### config.mk
export PLATFORM = sky130hd
export DESIGN_NAME = fcg_global_ctrl
export DESIGN_NICKNAME = d
export VERILOG_FILES = /design/src/logic/fcg_pkg.sv /design/src/logic/fcg_global_ctrl.sv
export SDC_FILE = /design/constraint.sdc
export NUM_CORES = 1
export LEC_CHECK = 0
export BUFFER_PORTS_ARGS = -buffer_cell sky130_fd_sc_hd__buf_2
export CAP_MARGIN = 20
export CORE_MARGIN = 4
export CORE_UTILIZATION = 55
export CTS_CLUSTER_DIAMETER = 150
export DETAILED_ROUTE_END_ITERATION = 7
export GPL_ROUTABILITY_DRIVEN = 0
export PLACE_DENSITY = 0.84
export SYNTH_ARGS = -nofsm -noshare
export SYNTH_HDL_FRONTEND = slang
export SYNTH_SLANG_ARGS = --single-unit
### constraint.sdc
create_clock -name clk_i -period 4 [get_ports clk_i]
set_input_delay 0.2 -clock clk_i [delete_from_list [all_inputs] [get_ports clk_i]]
set_output_delay 0.2 -clock clk_i [all_outputs]
set_load 0.1 [all_outputs]
### src/logic/fcg_pkg.sv
// Constants for the global configuration and bus watchdog block.
// Assumes a single 40 MHz system clock.
package fcg_pkg;
  // Clock rate
  localparam int unsigned CLK_HZ          = 40_000_000;
  // Register offset and field positions
  localparam logic [7:0]  GLOBAL_CONTROL_OFS = 8'h00;
  localparam int unsigned BIT_STANDBY     = 7;
  localparam int unsigned BIT_SOFT_RESET  = 6;
  localparam int unsigned BIT_BUS_TO_DIS  = 5;
  localparam int unsigned BIT_FAIL_ALL_DIS = 4;
  localparam int unsigned BIT_TIMING_SRC  = 3;
  localparam int unsigned WD_SEL_LSB      = 1;
  // Value after reset, watchdog field filled from the strap
  localparam logic [7:0]  GLOBAL_CONTROL_POR = 8'h00;
  localparam logic [1:0]  WD_SEL_OFF      = 2'h0;
  localparam logic [1:0]  WD_SEL_2S       = 2'h1;
  localparam logic [1:0]  WD_SEL_6S       = 2'h2;
  localparam logic [1:0]  WD_SEL_10S      = 2'h3;
  // Times in their own units and derived cycle counts
  localparam int unsigned BUS_TIMEOUT_MS  = 35;
  localparam int unsigned BUS_TIMEOUT_CYC = (CLK_HZ / 1000) * BUS_TIMEOUT_MS;
  localparam int unsigned WD_2S_S         = 2;
  localparam int unsigned WD_6S_S         = 6;
  localparam int unsigned WD_10S_S        = 10;
  localparam int unsigned WD_2S_CYC       = CLK_HZ * WD_2S_S;
  localparam int unsigned WD_6S_CYC       = CLK_HZ * WD_6S_S;
  localparam int unsigned WD_10S_CYC      = CLK_HZ * WD_10S_S;
  // Drive width and full scale
  localparam int unsigned FAN_COUNT       = 4;
  localparam int unsigned DRIVE_W         = 9;
  localparam logic [8:0]  DRIVE_FULL      = 9'h1ff;
endpackage

### src/logic/fcg_global_ctrl.sv
// Global configuration register, bus-stuck timeout, fan fail-all and I2C watchdog.
// Assumes an I2C front end that decodes register accesses and flags each valid transaction.
//
// How it works
// RL1: Writing one to bit 6 of global_control returns every register to its power-on value.
// RL2: The soft reset bit clears itself and always reads back as zero.
// RL3: With bit 5 clear, SDA low longer than 35 ms resets the I2C interface; bit 5 set disables it.
// RL4: With bit 4 clear, any fan failure drives every other fan to full scale; bit 4 set suppresses it.
// RL5: Bit 3 picks the timing source, zero the internal oscillator, one the external crystal.
// RL6: After the crystal is picked, the internal oscillator stays in use until the crystal has started.
// RL7: A crystal that never starts leaves the device on the internal oscillator for good.
// RL8: Bits 2:1 set the watchdog period 00 off, 01 2 s, 10 6 s, 11 10 s, reset value from the strap pin.
// RL9: An active watchdog with no valid transaction in its period drives all fans to full scale.
// RL10: Once valid transactions resume, fans return to their programmed drive and programming is accepted.
// RL11: The bus master must address the device regularly while the watchdog is active.
// RL12: Bit 7 selects run or standby on run_o; fan_drive_o is not gated by it and keeps updating in standby.
`timescale 1ns/1ps
module fcg_global_ctrl #(
  parameter int unsigned FANS        = fcg_pkg::FAN_COUNT,
  parameter int unsigned BUS_TO_CYC  = fcg_pkg::BUS_TIMEOUT_CYC,
  parameter int unsigned WD_2_CYC    = fcg_pkg::WD_2S_CYC,
  parameter int unsigned WD_6_CYC    = fcg_pkg::WD_6S_CYC,
  parameter int unsigned WD_10_CYC   = fcg_pkg::WD_10S_CYC
) (
  // Clock and reset
  input  wire logic                 clk_i,
  input  wire logic                 rst_i,
  // Strap
  input  wire logic                 watchdog_default_pin_i,
  // Register access from the I2C front end
  input  wire logic                 reg_wr_i,
  input  wire logic                 reg_rd_i,
  input  wire logic [7:0]           reg_addr_i,
  input  wire logic [7:0]           reg_wdata_i,
  output logic      [7:0]           reg_rdata_o,
  // Bus activity
  input  wire logic                 xact_valid_i,
  input  wire logic                 sda_i,
  output logic                      i2c_reset_o,
  // Fan path
  input  wire logic [FANS-1:0]      fan_fail_i,
  input  wire logic [FANS*9-1:0]    drive_req_i,
  output logic      [FANS*9-1:0]    fan_drive_o,
  output logic                      prog_enable_o,
  output logic                      run_o,
  output logic                      soft_reset_o,
  // Timing source
  input  wire logic                 crystal_ready_i,
  output logic                      clk_src_xtal_o
);
  import fcg_pkg::*;

  logic [7:0]  global_control;
  logic [31:0] sda_low_cnt;
  logic [31:0] wd_cnt;
  logic [31:0] wd_limit;
  logic        wd_timed_out;
  logic        next_timed_out;
  logic        ctrl_wr;
  logic        soft_wr;
  logic [1:0]  wd_sel;

  assign ctrl_wr = reg_wr_i && (reg_addr_i == GLOBAL_CONTROL_OFS);
  assign soft_wr = ctrl_wr && reg_wdata_i[BIT_SOFT_RESET];
  assign wd_sel  = global_control[WD_SEL_LSB +: 2];

  // Control register; strap taken on the synchronous reset or a soft reset
  always_ff @(posedge clk_i) begin
    if (rst_i || soft_wr) begin // RL1
      global_control <= GLOBAL_CONTROL_POR;
      global_control[WD_SEL_LSB +: 2] <= watchdog_default_pin_i ? WD_SEL_10S : WD_SEL_OFF; // RL8
    end else if (ctrl_wr) begin
      global_control <= reg_wdata_i;
      global_control[BIT_SOFT_RESET] <= 1'b0; // RL2
    end
  end

  // Soft reset pulse to the rest of the device, one cycle long
  always_ff @(posedge clk_i) begin
    if (rst_i) begin
      soft_reset_o <= 1'b0;
    end else begin
      soft_reset_o <= soft_wr; // RL1
    end
  end

  // Read data; unmapped addresses return zero
  always_ff @(posedge clk_i) begin
    if (rst_i) begin
      reg_rdata_o <= 8'h00;
    end else if (reg_rd_i) begin
      reg_rdata_o <= (reg_addr_i == GLOBAL_CONTROL_OFS) ? (global_control & 8'hbf) : 8'h00; // RL2
    end
  end

  // Run or standby
  always_ff @(posedge clk_i) begin
    if (rst_i) begin
      run_o <= 1'b1;
    end else begin
      run_o <= ~global_control[BIT_STANDBY]; // RL12
    end
  end

  // Timing source; a dead crystal simply never raises its ready
  always_ff @(posedge clk_i) begin
    if (rst_i) begin
      clk_src_xtal_o <= 1'b0;
    end else begin
      clk_src_xtal_o <= global_control[BIT_TIMING_SRC] && crystal_ready_i; // RL5 RL6 RL7
    end
  end

  // SDA stuck-low counter, saturates so the reset fires once per stuck episode
  always_ff @(posedge clk_i) begin
    if (rst_i || soft_wr || sda_i || global_control[BIT_BUS_TO_DIS]) begin // RL3
      sda_low_cnt <= 32'h0;
      i2c_reset_o <= 1'b0;
    end else begin
      i2c_reset_o <= (sda_low_cnt == 32'(BUS_TO_CYC) - 32'h1); // RL3
      if (sda_low_cnt != 32'(BUS_TO_CYC)) begin
        sda_low_cnt <= sda_low_cnt + 32'h1;
      end
    end
  end

  // Watchdog period select
  always_comb begin
    unique case (wd_sel)
      WD_SEL_OFF: wd_limit = 32'h0;
      WD_SEL_2S:  wd_limit = 32'(WD_2_CYC);
      WD_SEL_6S:  wd_limit = 32'(WD_6_CYC);
      WD_SEL_10S: wd_limit = 32'(WD_10_CYC);
    endcase
  end

  // Timeout state: any valid transaction ends it
  always_comb begin
    next_timed_out = wd_timed_out;
    if (xact_valid_i || (wd_sel == WD_SEL_OFF)) begin
      next_timed_out = 1'b0; // RL10
    end else if (wd_cnt == wd_limit - 32'h1) begin
      next_timed_out = 1'b1; // RL9
    end
  end

  // Watchdog counter, restarted by every valid transaction
  always_ff @(posedge clk_i) begin
    if (rst_i || soft_wr || xact_valid_i || (wd_sel == WD_SEL_OFF)) begin
      wd_cnt <= 32'h0;
    end else if (wd_cnt < wd_limit) begin // Never runs past a shortened period
      wd_cnt <= wd_cnt + 32'h1;
    end
  end

  // Timeout flag and programming gate; outside registers freeze so the old drive returns
  always_ff @(posedge clk_i) begin
    if (rst_i || soft_wr) begin
      wd_timed_out  <= 1'b0;
      prog_enable_o <= 1'b1;
    end else begin
      wd_timed_out  <= next_timed_out;
      prog_enable_o <= ~next_timed_out; // RL10
    end
  end

  // Per-channel drive: full scale on watchdog timeout or another fan's failure
  for (genvar i = 0; i < FANS; i++) begin : g_fan
    logic others_failed;
    assign others_failed = |(fan_fail_i & ~(FANS'(1) << i));
    always_ff @(posedge clk_i) begin
      if (rst_i) begin
        fan_drive_o[i*DRIVE_W +: DRIVE_W] <= '0;
      end else if (wd_timed_out || (others_failed && !global_control[BIT_FAIL_ALL_DIS])) begin // RL4 RL9
        fan_drive_o[i*DRIVE_W +: DRIVE_W] <= DRIVE_FULL;
      end else begin
        fan_drive_o[i*DRIVE_W +: DRIVE_W] <= drive_req_i[i*DRIVE_W +: DRIVE_W]; // RL10
      end
    end
  end
endmodule // fcg_global_ctrl

==> summary.md <==
| Metric | Value |
|---|---|
| Outcome | completed |
| HP Start | reg_wdata_i[6] |
| Routed len/inst | 18.2 um |
| Residual DRC | 0 |
| Synth cell types | 50 |
| Sequential share of the synthesized area | 42.1% |
| Vias in the first global route | around 5700 |
| Antenna Nets Post-Route | 0 |
| Final Max Tran Viols | 0 |
| Ys Warns | 0 |
| Reg2Reg Setup Slack | 0.45 ns |
| PortBufs | ~110 |
| Area Growth Syn to Fin | 28.8% |
| Final setup viols | 0 |
| Syn Inst Count | 681 |
| CP endpoint kind | register |
| Power Total | 3.19 mW |
| Drt first pass iters | 5 |
| NumNets Final | roughly 900 |
| Total Routing Usage GR | 29.8% |
| Via/cell ratio | 6.03 |
| Hpwl dp | just under 10 mm |
| Worst Setup Slack post-DPL | 0.563 ns |
| DIE HEIGHT | around 110 um |
| Mean Syn Cell Area | 8.44 sq um |
| Crit share post-route | around nine tenths |
| First-pass GRT wire length | 28.0 mm |
| Die X | 110 um |
| Clk buf depth | 2 |
| Max Fclk | around 280 MHz |
| RSZ-0062 raised after global routing | false |
| CTS tree | built |
| Critical Path Source Type | register |
| Synth Cell Area | roughly 5800 sq um |
| Largest net degree at the start of global routing | 55 |
| R2R cell count | 9 |
| Ys flop type | dfxtp_1 |
| Die area | 12200 sq um |
| Synth Register Bits | 120 |
| Placed cells | 896 |
| Final std cells w/o fill | 970 |
| Class of the worst hold path | input pin to register |
| Worst r2r dst | wd_cnt[21]$_SDFFE_PP0N_ |
| Maximum vdd drop | 0.311 mV |
| Initial DRC count | approximately 520 |
| Vias | 5849 |
| R2R Path Start | global_control[1]$_DFFE_PP_ |
| Ys async rst share | 0% |
| Final WS setup | roughly 0.45 ns |
| Leakage | 2.97 nW |
| H-tree depth | 4 |
| Min Tclk post-route | 3.55 ns |
| Clock Latency Late Sink | 0.52 ns |
| Routed Wire Length | 17.6 mm |
| Least-Margin Pin Slew | 0.972 ns |
| Post-synth EDFFs | 2 |
| Max_cap viols | 0 |
| Clock sinks | 120 |
| Clk slew on worst S/H paths | 0.06 ns |
| Hold-critical path depth | 2 |
| Worst-path fanout max | 32 |
| PwrDens | about 430 nW/um^2 |
| Core ar. | between 10000 and 15000 sq um |
| CTS root buf | clkbuf_8 |
| Crit path DAT | 4.00 ns |
| Slew margin rel. | 35.2% |
| Post-route setup TNS | 0 ns |
| Grt ovf | 0 |
| I/O Pins | 113 |
| Clock Skew | 0.00704 ns |
| Initial antenna violation count | 1 |
| WS Path Type | register to register |
| Final Hold Viols | 0 |
| Share of cells above drive strength 1 | 18.5% |
| TritonCTS Buffers | 17 |
| Mapped Nets | 772 |
| Hold Path End | soft_reset_o$_SDFF_PP0_ |
| CP Data Required Time | 4.45 ns |
| Commonest non-fill, non-tap cell in the layout | nor2_1 |
| Num rows | 37 |
| Starting density of the core | a little under three fifths |
| Most frequent cells in the layout | nor2_1, dfxtp_1, buf_2 |
how the worst max path moves through the flow:
| stage | from | to | slack [ns] | cells after the start |
|---|---|---|---|---|
| after floorplan | global_control[1]$_DFFE_PP_ | wd_cnt[13]$_SDFFE_PP0N_ | 1.11 | 10 |
| after global placement | global_control[1]$_DFFE_PP_ | wd_cnt[0]$_SDFFE_PP0N_ | 0.77 | 9 |
| after detailed placement | global_control[1]$_DFFE_PP_ | wd_cnt[0]$_SDFFE_PP0N_ | 0.56 | 9 |
| after CTS | global_control[1]$_DFFE_PP_ | wd_cnt[0]$_SDFFE_PP0N_ | 0.56 | 9 |
| after global routing | global_control[1]$_DFFE_PP_ | wd_cnt[7]$_SDFFE_PP0N_ | 0.14 | 9 |
| final | global_control[1]$_DFFE_PP_ | wd_cnt[21]$_SDFFE_PP0N_ | 0.45 | 9 |
power breakdown:
| part | switching (mW) | total (mW) | internal, mW |
|---|---|---|---|
| combinational | 0.287 | 0.391 | 0.104 |
| clock | 0.566 | 1.56 | 0.994 |
| sequential | 0.0131 | 1.24 | 1.23 |
| total | 0.866 | 3.19 | 2.32 |
state kept, by name, indices dropped and copies added (netlist names):
name / count
run_o: 1
fan_drive_o: 36
global_control: 7
sda_low_cnt: 32
soft_reset_o: 1
reg_rdata_o: 7
prog_enable_o: 1
i2c_reset_o: 1
wd_cnt: 32
clk_src_xtal_o: 1
wd_timed_out: 1
layout make-up:
class	count	area, sq um
antenna	1	2.50
clock inverter	11	148
sequential	120	2420
clock buffer	20	455
multi-input combinational	510	3130
tap	136	170
fill	649	2820
timing repair buffer	156	1020
inverter	16	60.1
worst max-delay path, stage by stage (launching register included):
cell and delay (ns):
edfxtp_1 0.50, inv_1 0.24, ha_1 0.45, ha_1 0.33, o21a_1 0.19, a2111oi_0 0.70, a21oi_2 0.13, buf_4 0.26
nor4_1 0.42, mux2i_1 0.24
cell usage after synthesis, drive strengths merged (7+ instances only):
cell type | number | area share (%)
nand2b | 29 | 3.2
a21oi | 23 | 2.0
or4 | 8 | 1.2
dfxtp | 118 | 41
and3 | 9 | 0.98
nor2b | 9 | 0.98
or3 | 8 | 0.87
nand3 | 28 | 2.4
inv | 16 | 1.0
clkbuf | 31 | 2.0
ha | 27 | 5.9
mux2i | 26 | 4.5
and2 | 7 | 0.76
nand4 | 22 | 2.7
xor2 | 11 | 1.7
nand2 | 51 | 3.3
nor4 | 32 | 3.5
nor3 | 23 | 2.0
nor2 | 121 | 7.9
xnor2 | 17 | 2.6
o21ai | 9 | 0.78
cell families after synthesis:
kind of cell | synth area share [%]
adder cells (fa/ha/maj) | 5.87
other | 0.0652
AO/OA/AOI/OAI | 6.70
buffers and inverters | 3.52
flip-flops | 42.1
XOR/XNOR | 4.26
multiplexers | 4.53
AND/OR/NAND/NOR | 32.9
through the flow:
step	hold WS (ns)	utilization, %	cell area (sq um)
detailed placement	0.397	62.2	6360
global route	0.0441	72.4	7410
floorplan	0.321	-	5750
global placement	0.395	62.2	6360
CTS	0.0410	72.1	7380
finish	0.0574	72.4	7410
metal layers:
| layer | GRT usage (%) | wire (um) | vias to the layer above |
|---|---|---|---|
| li1 | - | - | 2673 |
| met1 | 32.9 | 6450 | 2749 |
| met2 | 52.1 | 8840 | 336 |
| met3 | 8.21 | 1350 | 91 |
| met4 | 16.0 | 996 | 0 |
| met5 | 0 | 0 | - |
timing repair:
| action | CTS | global route |
|---|---|---|
| hold endpoints to repair | 39 | 0 |
| resized for setup | 0 | 0 |
| hold buffers | 41 | 0 |
| setup buffers | 0 | 0 |
No activity file was read; power rests on OpenSTA's default activity.
